**config.mk**
```make
export PLATFORM = sky130hd
export DESIGN_NAME = cdh_dma_top
export DESIGN_NICKNAME = d
export VERILOG_FILES = /design/src/logic/cdh_pkg.sv /design/src/logic/cdh_host_if.sv /design/src/logic/cdh_sync.sv /design/src/logic/cdh_period.sv /design/src/logic/cdh_dma_top.sv
export SDC_FILE = /design/constraint.sdc
export NUM_CORES = 1
export LEC_CHECK = 0
export BUFFER_PORTS_ARGS = -buffer_cell sky130_fd_sc_hd__clkbuf_2
export CAP_MARGIN = 25
export CORE_AREA = 10 10 148 150
export CTS_BUF_LIST = sky130_fd_sc_hd__clkbuf_4
export DETAILED_ROUTE_END_ITERATION = 12
export DIE_AREA = 0 0 158 160
export GPL_TIMING_DRIVEN = 1
export PLACE_DENSITY = 0.78
export SKIP_CTS_REPAIR_TIMING = 1
export SLEW_MARGIN = 15
export SYNTH_ARGS = -nofsm -noshare
export SYNTH_HDL_FRONTEND = slang
export SYNTH_SLANG_ARGS = --single-unit
```
**constraint.sdc**
```tcl
create_clock -name SYS_CLK -period 2.9 [get_ports SYS_CLK]
set_clock_uncertainty 0.1 [all_clocks]
set_input_delay 0.29 -clock SYS_CLK [delete_from_list [all_inputs] [get_ports SYS_CLK]]
set_output_delay 0.29 -clock SYS_CLK [all_outputs]
set_load 0.01 [all_outputs]
```
**src/logic/cdh_pkg.sv**
```systemverilog
// Constants, register map and types for the codec DMA handshake block.
// Assumes a 50 MHz system clock; offsets are APB byte addresses.
package cdh_pkg;
   // Clock and sample timing
   localparam int CLK_HZ = 50_000_000;
   localparam int CLK_PERIOD_NS = 20;
   localparam int SAMPLE_RATE_HZ = 48000;
   localparam int SAMPLE_PERIOD_CYCLES = CLK_HZ / SAMPLE_RATE_HZ;
   localparam int CAPTURE_PHASE_CYCLES = (SAMPLE_PERIOD_CYCLES * 3) / 4;
   localparam int INIT_TIME_NS = 2000;
   localparam int INIT_CYCLES = (INIT_TIME_NS + CLK_PERIOD_NS - 1) / CLK_PERIOD_NS;
   localparam int CAL_RISE_PERIODS = 2;
   localparam int CAL_BUSY_PERIODS = 384;
   localparam int SAMPLE_BYTES = 4;

   // Register byte offsets
   localparam logic [7:0] CONFIG_OFFSET = 8'h00;
   localparam logic [7:0] BASE_LOW_OFFSET = 8'h04;
   localparam logic [7:0] BASE_HIGH_OFFSET = 8'h08;
   localparam logic [7:0] STATUS_OFFSET = 8'h0C;

   // Configuration fields
   localparam int CFG_PLAYBACK_ENABLE = 0;
   localparam int CFG_CAPTURE_ENABLE = 1;
   localparam int CFG_SINGLE_CHANNEL_MODE = 2;
   localparam int CFG_CALIBRATE_REQUEST = 3;
   localparam int CFG_REQUEST_HOLD_DISABLE = 4;
   localparam int CFG_IRQ_PIN_ENABLE = 5;
   localparam int CFG_PLAYBACK_PIO_SELECT = 6;
   localparam int CFG_CAPTURE_PIO_SELECT = 7;
   localparam int CFG_MODE_CHANGE_WINDOW = 8;
   localparam int CFG_W = 9;
   localparam logic [CFG_W-1:0] CFG_RESET = 9'h0C0;

   // Status fields
   localparam int STS_IRQ = 0;
   localparam int STS_CALIBRATION_BUSY = 1;
   localparam int STS_PLAYBACK_REQUEST = 2;
   localparam int STS_CAPTURE_REQUEST = 3;
   localparam logic [7:0] BASE_RESET = 8'h00;
   localparam logic [7:0] BUSY_CODE = 8'h80;

   typedef enum logic [1:0] {CAL_IDLE, CAL_WAIT, CAL_RUN} cdh_cal_t;
endpackage : cdh_pkg

```
**src/logic/cdh_host_if.sv**
```systemverilog
// Synchronised host strobes, acknowledges and data byte.
// Driven by the synchroniser, read by the DMA core.
`timescale 1ns/10ps
`default_nettype none
interface cdh_host_if;
   logic rd_n;
   logic wr_n;
   logic play_ack_n;
   logic cap_ack_n;
   logic [7:0] data;
   modport sync (output rd_n, output wr_n, output play_ack_n, output cap_ack_n, output data);
   modport core (input rd_n, input wr_n, input play_ack_n, input cap_ack_n, input data);
endinterface : cdh_host_if
`default_nettype wire

```
**src/logic/cdh_sync.sv**
```systemverilog
// Two-flop synchroniser for the asynchronous host bus pins.
// Strobes and acknowledges idle high; first stage feeds only the second.
`timescale 1ns/10ps
`default_nettype none
module cdh_sync (
   // Clock and reset
   input wire logic clk,
   input wire logic rst_n,
   // Raw pins
   input wire logic rd_n,
   input wire logic wr_n,
   input wire logic play_ack_n,
   input wire logic cap_ack_n,
   input wire logic [7:0] data,
   // Synchronised side
   cdh_host_if.sync host
);
   typedef struct packed {
      logic [11:0] s1;
      logic [11:0] s2;
   } cdh_sync_t;
   cdh_sync_t st;
   cdh_sync_t next_st;

   always_comb begin
      next_st.s1 = {rd_n, wr_n, play_ack_n, cap_ack_n, data};
      next_st.s2 = st.s1;
   end

   always_ff @(posedge clk or negedge rst_n) begin
      if (!rst_n) begin
         st <= {12'hF00, 12'hF00};
      end else begin
         st <= next_st;
      end
   end

   assign host.rd_n = st.s2[11];
   assign host.wr_n = st.s2[10];
   assign host.play_ack_n = st.s2[9];
   assign host.cap_ack_n = st.s2[8];
   assign host.data = st.s2[7:0];
endmodule : cdh_sync
`default_nettype wire

```
**src/logic/cdh_period.sv**
```systemverilog
// Sample-period timer: one-cycle start tick and a late capture tick.
// Stands in for the internal conversion clock.
`timescale 1ns/10ps
`default_nettype none
module cdh_period #(
   parameter int PERIOD = cdh_pkg::SAMPLE_PERIOD_CYCLES,
   parameter int LATE = cdh_pkg::CAPTURE_PHASE_CYCLES
) (
   // Clock and reset
   input wire logic clk,
   input wire logic rst_n,
   // Ticks
   output logic start_tick,
   output logic late_tick
);
   typedef struct packed {
      logic [15:0] cnt;
      logic start;
      logic late;
   } cdh_period_t;
   cdh_period_t st;
   cdh_period_t next_st;

   if (PERIOD < 4 || PERIOD > 65535 || LATE < 1 || LATE >= PERIOD) begin : g_bad
      $error("cdh_period: bad PERIOD or LATE");
   end

   always_comb begin
      next_st = st;
      next_st.cnt = (st.cnt == 16'(PERIOD - 1)) ? 16'h0000 : st.cnt + 16'h0001;
      next_st.start = (next_st.cnt == 16'h0000);
      next_st.late = (next_st.cnt == 16'(LATE));
   end

   always_ff @(posedge clk or negedge rst_n) begin
      if (!rst_n) begin
         st <= '0;
      end else begin
         st <= next_st;
      end
   end

   assign start_tick = st.start;
   assign late_tick = st.late;
endmodule : cdh_period
`default_nettype wire

```
**src/logic/cdh_dma_top.sv**
```systemverilog
// DMA request/acknowledge core of a byte-wide audio codec, with APB registers.
// Assumes RST_N is the power-down pin; host strobes are asynchronous.
`timescale 1ns/10ps
`default_nettype none
module cdh_dma_top
   import cdh_pkg::*;
#(
   parameter int BYTES = cdh_pkg::SAMPLE_BYTES,
   parameter int PERIOD = cdh_pkg::SAMPLE_PERIOD_CYCLES,
   parameter int CAL_BUSY = cdh_pkg::CAL_BUSY_PERIODS
) (
   // Clock and power-down reset
   input wire logic SYS_CLK,
   input wire logic RST_N,
   // APB slave
   input wire logic PSEL,
   input wire logic PENABLE,
   input wire logic PWRITE,
   input wire logic [7:0] PADDR,
   input wire logic [31:0] PWDATA,
   output logic [31:0] PRDATA,
   output logic PREADY,
   output logic PSLVERR,
   // Host DMA pins
   output logic PLAY_REQ,
   output logic CAP_REQ,
   input wire logic PLAY_ACK_N,
   input wire logic CAP_ACK_N,
   input wire logic RD_N,
   input wire logic WR_N,
   input wire logic [7:0] DATA_IN,
   output logic [7:0] DATA_OUT,
   output logic DATA_OE,
   output logic IRQ,
   // Sample side
   input wire logic [31:0] CAP_SAMPLE,
   output logic [31:0] PLAY_SAMPLE,
   output logic PLAY_VALID,
   output logic PLAY_MUTE,
   output logic CAL_BUSY_OUT
);
   import cdh_pkg::*;

   localparam logic [1:0] LAST_BYTE = 2'(BYTES - 1);

   if (!(BYTES == 1 || BYTES == 2 || BYTES == 4) || CAL_BUSY < 1 || CAL_BUSY > 511) begin : g_bad
      $error("cdh_dma_top: unsupported BYTES or CAL_BUSY");
   end

   // The period timer counts in 16 bits
   if (PERIOD < 4 || PERIOD > 65535) begin : g_bad_period
      $error("cdh_dma_top: unsupported PERIOD");
   end

   typedef struct packed {
      logic [CFG_W-1:0] cfg;
      logic [7:0] base_lo;
      logic [7:0] base_hi;
      logic [15:0] cur;
      logic irq_status;
      logic irq_pin;
      logic [7:0] init_cnt;
      logic init_busy;
      cdh_cal_t cal;
      logic [8:0] cal_cnt;
      logic rd_prev;
      logic wr_prev;
      logic play_req;
      logic cap_req;
      logic [1:0] play_cnt;
      logic [1:0] cap_cnt;
      logic [31:0] play_buf;
      logic [31:0] cap_buf;
      logic [31:0] play_sample;
      logic play_valid;
      logic [7:0] data_out;
      logic data_oe;
      logic [31:0] prdata;
      logic pready;
      logic pslverr;
      logic play_pin;
      logic cap_pin;
      logic mute;
      logic cal_busy;
   } cdh_state_t;

   cdh_state_t st;
   cdh_state_t next_st;
   logic start_tick;
   logic late_tick;
   cdh_host_if host ();

   // Host pins pass two flops before use
   cdh_sync u_sync (
      .clk(SYS_CLK),
      .rst_n(RST_N),
      .rd_n(RD_N),
      .wr_n(WR_N),
      .play_ack_n(PLAY_ACK_N),
      .cap_ack_n(CAP_ACK_N),
      .data(DATA_IN),
      .host(host)
   );

   cdh_period #(
      .PERIOD(PERIOD),
      .LATE((PERIOD * 3) / 4)
   ) u_period (
      .clk(SYS_CLK),
      .rst_n(RST_N),
      .start_tick(start_tick),
      .late_tick(late_tick)
   );

   function automatic logic mapped(input logic [7:0] addr);
      mapped = (addr == CONFIG_OFFSET) || (addr == BASE_LOW_OFFSET) ||
               (addr == BASE_HIGH_OFFSET) || (addr == STATUS_OFFSET);
   endfunction : mapped

   logic playback_enable;
   logic capture_enable;
   logic single_channel_mode;
   logic play_dma;
   logic cap_dma;
   logic cal_active;
   logic cap_owner;
   logic play_ack;
   logic cap_ack;
   logic rd_fall;
   logic rd_rise;
   logic wr_fall;
   logic wr_rise;
   logic wr_access;
   logic rd_setup;
   logic [7:0] rd_byte;

   always_comb begin
      playback_enable = st.cfg[CFG_PLAYBACK_ENABLE];
      capture_enable = st.cfg[CFG_CAPTURE_ENABLE];
      single_channel_mode = st.cfg[CFG_SINGLE_CHANNEL_MODE];
      play_dma = playback_enable && !st.cfg[CFG_PLAYBACK_PIO_SELECT];
      cap_dma = capture_enable && !st.cfg[CFG_CAPTURE_PIO_SELECT] && !(single_channel_mode && playback_enable);
      cal_active = (st.cal != CAL_IDLE);
      // In single-channel mode the shared ack belongs to a pending capture
      cap_owner = single_channel_mode && (st.cap_req || st.cap_cnt != 2'b00);
      play_ack = !host.play_ack_n && !cap_owner;
      cap_ack = single_channel_mode ? (!host.play_ack_n && cap_owner) : !host.cap_ack_n;
      rd_fall = st.rd_prev && !host.rd_n;
      rd_rise = !st.rd_prev && host.rd_n;
      wr_fall = st.wr_prev && !host.wr_n;
      wr_rise = !st.wr_prev && host.wr_n;
      wr_access = PSEL && PENABLE && st.pready && PWRITE && !st.init_busy;
      rd_setup = PSEL && !PENABLE;
      rd_byte = st.cap_buf[8 * st.cap_cnt +: 8];
   end

   always_comb begin
      next_st = st;
      next_st.play_valid = 1'b0;
      next_st.rd_prev = host.rd_n;
      next_st.wr_prev = host.wr_n;

      // Power-up initialisation window
      if (st.init_busy) begin
         if (st.init_cnt == 8'(INIT_CYCLES - 1)) begin
            next_st.init_busy = 1'b0;
         end else begin
            next_st.init_cnt = st.init_cnt + 8'h01;
         end
      end

      // Calibration sequence, counted in sample periods
      if (start_tick) begin
         if (st.cal == CAL_WAIT) begin
            if (st.cal_cnt == 9'(CAL_RISE_PERIODS - 1)) begin
               next_st.cal = CAL_RUN;
               next_st.cal_cnt = 9'h000;
            end else begin
               next_st.cal_cnt = st.cal_cnt + 9'h001;
            end
         end else if (st.cal == CAL_RUN) begin
            if (st.cal_cnt == 9'(CAL_BUSY - 1)) begin
               next_st.cal = CAL_IDLE;
            end else begin
               next_st.cal_cnt = st.cal_cnt + 9'h001;
            end
         end
      end

      // Request generation; pending requests survive an enable clear
      if (start_tick && play_dma && !cal_active && !st.init_busy) begin
         next_st.play_req = 1'b1;
      end
      if (late_tick && cap_dma && !cal_active && !st.init_busy && !st.cap_req) begin
         next_st.cap_req = 1'b1;
         next_st.cap_buf = cal_active ? 32'h0000_0000 : CAP_SAMPLE;
      end

      // Playback bytes: the last byte's strobe fall ends the request, each rise latches data
      if (play_ack && wr_fall && st.play_cnt == LAST_BYTE) begin
         next_st.play_req = 1'b0;
      end
      if (play_ack && wr_rise) begin
         next_st.play_buf[8 * st.play_cnt +: 8] = host.data;
         if (st.play_cnt == LAST_BYTE) begin
            next_st.play_cnt = 2'b00;
            next_st.play_sample = next_st.play_buf;
            next_st.play_valid = !cal_active;
         end else begin
            next_st.play_cnt = st.play_cnt + 2'b01;
         end
      end

      // Capture bytes: framed by the read strobe only
      if (cap_ack && rd_fall && st.cap_cnt == LAST_BYTE) begin
         next_st.cap_req = 1'b0;
      end
      if (cap_ack && rd_rise) begin
         next_st.cap_cnt = (st.cap_cnt == LAST_BYTE) ? 2'b00 : st.cap_cnt + 2'b01;
      end
      next_st.data_oe = cap_ack && !host.rd_n;
      next_st.data_out = rd_byte;

      // Sample counter and interrupt status
      if (start_tick && (playback_enable || capture_enable) &&
          (!st.cfg[CFG_REQUEST_HOLD_DISABLE] || !st.irq_status)) begin
         if (st.cur == 16'h0000) begin
            next_st.irq_status = 1'b1;
            next_st.cur = {st.base_hi, st.base_lo};
         end else begin
            next_st.cur = st.cur - 16'h0001;
         end
      end

      // APB writes take effect in the access cycle
      if (wr_access) begin
         if (PADDR == CONFIG_OFFSET) begin
            next_st.cfg = PWDATA[CFG_W-1:0];
            if (st.cfg[CFG_MODE_CHANGE_WINDOW] && !PWDATA[CFG_MODE_CHANGE_WINDOW] &&
                PWDATA[CFG_CALIBRATE_REQUEST]) begin
               next_st.cal = CAL_WAIT;
               next_st.cal_cnt = 9'h000;
            end
         end else if (PADDR == BASE_LOW_OFFSET) begin
            next_st.base_lo = PWDATA[7:0];
         end else if (PADDR == BASE_HIGH_OFFSET) begin
            next_st.base_hi = PWDATA[7:0];
            next_st.cur = {PWDATA[7:0], st.base_lo};
         end else if (PADDR == STATUS_OFFSET) begin
            // A same-cycle underflow keeps the bit set
            next_st.irq_status = next_st.irq_status && (st.cur == 16'h0000) && start_tick &&
                                 (playback_enable || capture_enable) &&
                                 (!st.cfg[CFG_REQUEST_HOLD_DISABLE] || !st.irq_status);
         end
      end
      next_st.irq_pin = next_st.irq_status && next_st.cfg[CFG_IRQ_PIN_ENABLE];

      // APB answer: zero wait states, data captured in setup
      next_st.pready = rd_setup;
      next_st.pslverr = rd_setup && !mapped(PADDR);
      next_st.prdata = 32'h0000_0000;
      if (rd_setup) begin
         if (st.init_busy) begin
            next_st.prdata = {24'h00_0000, BUSY_CODE};
         end else if (PADDR == CONFIG_OFFSET) begin
            next_st.prdata = {{(32 - CFG_W){1'b0}}, st.cfg};
         end else if (PADDR == BASE_LOW_OFFSET) begin
            next_st.prdata = {24'h00_0000, st.base_lo};
         end else if (PADDR == BASE_HIGH_OFFSET) begin
            next_st.prdata = {24'h00_0000, st.base_hi};
         end else if (PADDR == STATUS_OFFSET) begin
            next_st.prdata[STS_IRQ] = st.irq_status;
            next_st.prdata[STS_CALIBRATION_BUSY] = (st.cal == CAL_RUN);
            next_st.prdata[STS_PLAYBACK_REQUEST] = st.play_req;
            next_st.prdata[STS_CAPTURE_REQUEST] = st.cap_req;
         end
      end

      // Pin levels registered so every output leaves a flop
      next_st.play_pin = next_st.play_req ||
                         (next_st.cfg[CFG_SINGLE_CHANNEL_MODE] && next_st.cap_req);
      next_st.cap_pin = next_st.cap_req && !next_st.cfg[CFG_SINGLE_CHANNEL_MODE];
      // Mute covers the wait before busy rises as well
      next_st.mute = (next_st.cal != CAL_IDLE);
      next_st.cal_busy = (next_st.cal == CAL_RUN);
   end

   // Power-down holds everything idle with the data bus released
   always_ff @(posedge SYS_CLK or negedge RST_N) begin
      if (!RST_N) begin
         st <= '0;
         st.cfg <= CFG_RESET;
         st.base_lo <= BASE_RESET;
         st.base_hi <= BASE_RESET;
         st.init_busy <= 1'b1;
         st.cal <= CAL_IDLE;
         st.rd_prev <= 1'b1;
         st.wr_prev <= 1'b1;
      end else begin
         st <= next_st;
      end
   end

   assign PRDATA = st.prdata;
   assign PREADY = st.pready;
   assign PSLVERR = st.pslverr;
   assign PLAY_REQ = st.play_pin;
   assign CAP_REQ = st.cap_pin;
   assign DATA_OUT = st.data_out;
   assign DATA_OE = st.data_oe;
   assign IRQ = st.irq_pin;
   assign PLAY_SAMPLE = st.play_sample;
   assign PLAY_VALID = st.play_valid;
   assign PLAY_MUTE = st.mute;
   assign CAL_BUSY_OUT = st.cal_busy;
endmodule : cdh_dma_top
`default_nettype wire

```
==> impl_metrics.ini <==
[global_routing]
grt_pass1_vias = 8121
grt_util_met1_pct = 26.1
antenna_found_initial = 2
grt_use_met2_pct = 31.0
grt_use_total_pct = 19.5
busiest_layer = met2
grt_max_degree = 93
met3_usage_pct = 4.24
grt_pass1_wl_microns = 40900
grt_overflow = 0

[worst_setup_path]
worstPathMaxFanout = 11
startpoint_type = flip-flop
required_ns = 3.36
critPathArrivalTime_ns = 2.87
crit_type = reg -> reg
rrSetupSlack_ns = 0.49
crit_path_end_kind = flip-flop

[yosys]
synthFlopType = dfrtp_1
synth_area_leaders = dfrtp_1 51%, buf_4 4.9%, a21oi_1 3.8%
synth_warnings = 0
synth_cells = 1062
synth_edf_count = 0
async_reset_ff_share_pct = 100
synth_top_cell_area_share_pct = 50.5
synth_area_per_cell_sq_um = 10.3
syn_area_sq_um = 10900
yosys.area.top_type = dfrtp_1
yosysMostFrequentCell = dfrtp_1
ys_seq_area_share_pct = 53.6
synth_seq_cells = 234
ys_top_cells_by_count = 221 x dfrtp_1, 84 x a21oi_1, 82 x nor2_1
synth_cell_types = 69

[floorplan]
top_level_ports = 170
start_util_pct = 57.4
die_y_microns = 160
dieArea_sq_um = 25300
die_w_microns = 158
core-area_sq_um = 19100
rows = 51

[pwr]
leakage_nw = 6.03
ir_drop_mv = 0.313
power_per_cell_area_nw_per_um2 = 649

[route]
drt_iter0_drc = 800
via_per_inst = 5.62
routed_wl_microns = 26500
drcViolationCount = 0
num_vias = 8451
ant_nets = 0
post_drt_wl_per_cell_microns = 17.7
dr.pass1.iters = 5

[sta]
drv_slew = 0
slew_headroom_pct = 48.1
min_period_over_period_pct = 83.0
fin_crit_ns = 2.41
rsz0062_at_grt = no
max_freq_ghz = 0.415
fin_setup_tns_ns = 0
whs_ns = 0.0197
hold_viol_final = 0
setup_viol = 0
tightestPinTransition_ns = 0.771

[clocking]
clk_latency_ns = 0.69
cts_buffers = 57
h-tree-depth = 2
root_buffer = clkbuf_4
clk_pin_slew_ns = 0.06
cts_sinks = 234
cts_tree = yes
cts_buffer_depth = 3

[place]
place.gp.congestion = 0.927
port_buffers = 123
dp.cells = 1338
dp_hpwl_microns = 16800

[final_layout]
drive_gt1_share_pct = 22.9
synthToLayoutAreaGrowth_pct = 16.4
finalNetCount = 1323
finalNonFillerCells = 1503
utilization_pct = 66.8

[job]
drv_cap = 0

[status]
status = complete, no violations

[worst_hold_path]
hold_path_class = in -> reg
-- cell families (layout without fill, tap and decap cells) --
| family | after synthesis | in the layout | synth area share [%] |
|---|---|---|---|
| flip-flops | 234 | 234 | 53.6 |
| AND/OR/NAND/NOR | 333 | 333 | 15.8 |
| other | 1 | 25 | 0.0343 |
| multiplexers | 37 | 37 | 4.51 |
| adder cells (fa/ha/maj) | 14 | 14 | 1.60 |
| XOR/XNOR | 33 | 33 | 2.64 |
| buffers and inverters | 184 | 363 | 8.95 |
| AO/OA/AOI/OAI | 226 | 226 | 12.8 |
-- path summary, 6_finish.rpt --
| kind | startpoint | to | cells past startpoint |
|---|---|---|---|
| hold / removal | PADDR[7] | PRDATA[5] | 5 |
| min in group asynchronous | RST_N | DATA_OE | 2 |
| hold reg to reg | u_sync.next_st[9] | u_sync.host.play_ack_n | 0 |
| max in group asynchronous | RST_N | st[163] | 3 |
| setup / recovery | st[176] | st[184] | 5 |
| setup reg to reg | st[176] | st[184] | 5 |
-- metal layers --
layer  wire length, microns  up-vias
li1                       -     3950
met1                  11100     4107
met2                  13100      328
met3                   1670       66
met4                    678        0
met5                      0        -
-- registers in the layout, indices dropped and copies added, names as in the netlist, 8 cells and up --
signal	cells
u_period.st	16
PRDATA	9
st	131
u_sync.next_st	12
PLAY_SAMPLE	32
DATA_OUT	8
u_sync.host.data	8
-- cells in the final DEF (no fill, tap or decap), drive strengths merged, types with 4 or more instances in the layout --
cell	count
dfrtp	221
clkbuf	209
a21oi	84
nor2	82
nand2	65
o21ai	63
dlygate4sd3	61
inv	57
nand3	53
nor2b	37
a22o	32
conb	23
xnor2	22
buf	21
mux2	19
nor3	19
ha	14
dfstp	13
clkinv	13
nand4	12
nor4	12
xor2	11
and2	11
mux2i	10
mux4	8
and3	7
a31oi	7
and4	6
nand2b	5
a41oi	5
or3	4
o211ai	4
a221oi	4
-- stage by stage --
stage / worst slack, ns / area [sq um] / total power [W]
floorplan: 0.401 / 11000 / 0.00520
global placement: 0.568 / 11400 / 0.00547
detailed placement: 0.516 / 11400 / 0.00552
CTS: 0.515 / 12100 / 0.00828
global route: 0.260 / 12700 / 0.00877
finish: 0.493 / 12700 / 0.00827
-- critical path, stage by stage (launching register included) --
cell and delay (ns):
dfrtp_1 0.45, nor4_1 0.70, and4_1 0.58, nand2_1 0.18, o21ai_0 0.19, o21ai_1 0.08
-- power by group --
part / internal, W / total (W) / switching (W)
registers: 0.00369 / 0.00394 / 0.000248
logic: 0.000720 / 0.00158 / 0.000860
clock network: 0.00145 / 0.00276 / 0.00131
-- layout make-up --
type / instances / area (sq um)
fill: 1445 / 6340
sequential: 234 / 5870
multi-input combinational: 666 / 4200
timing repair buffer: 204 / 1410
clock buffer: 87 / 653
tap: 238 / 298
inverter: 57 / 214
clock inverter: 15 / 88.8
antenna: 2 / 5.00
(Power assumes the default switching activity.)
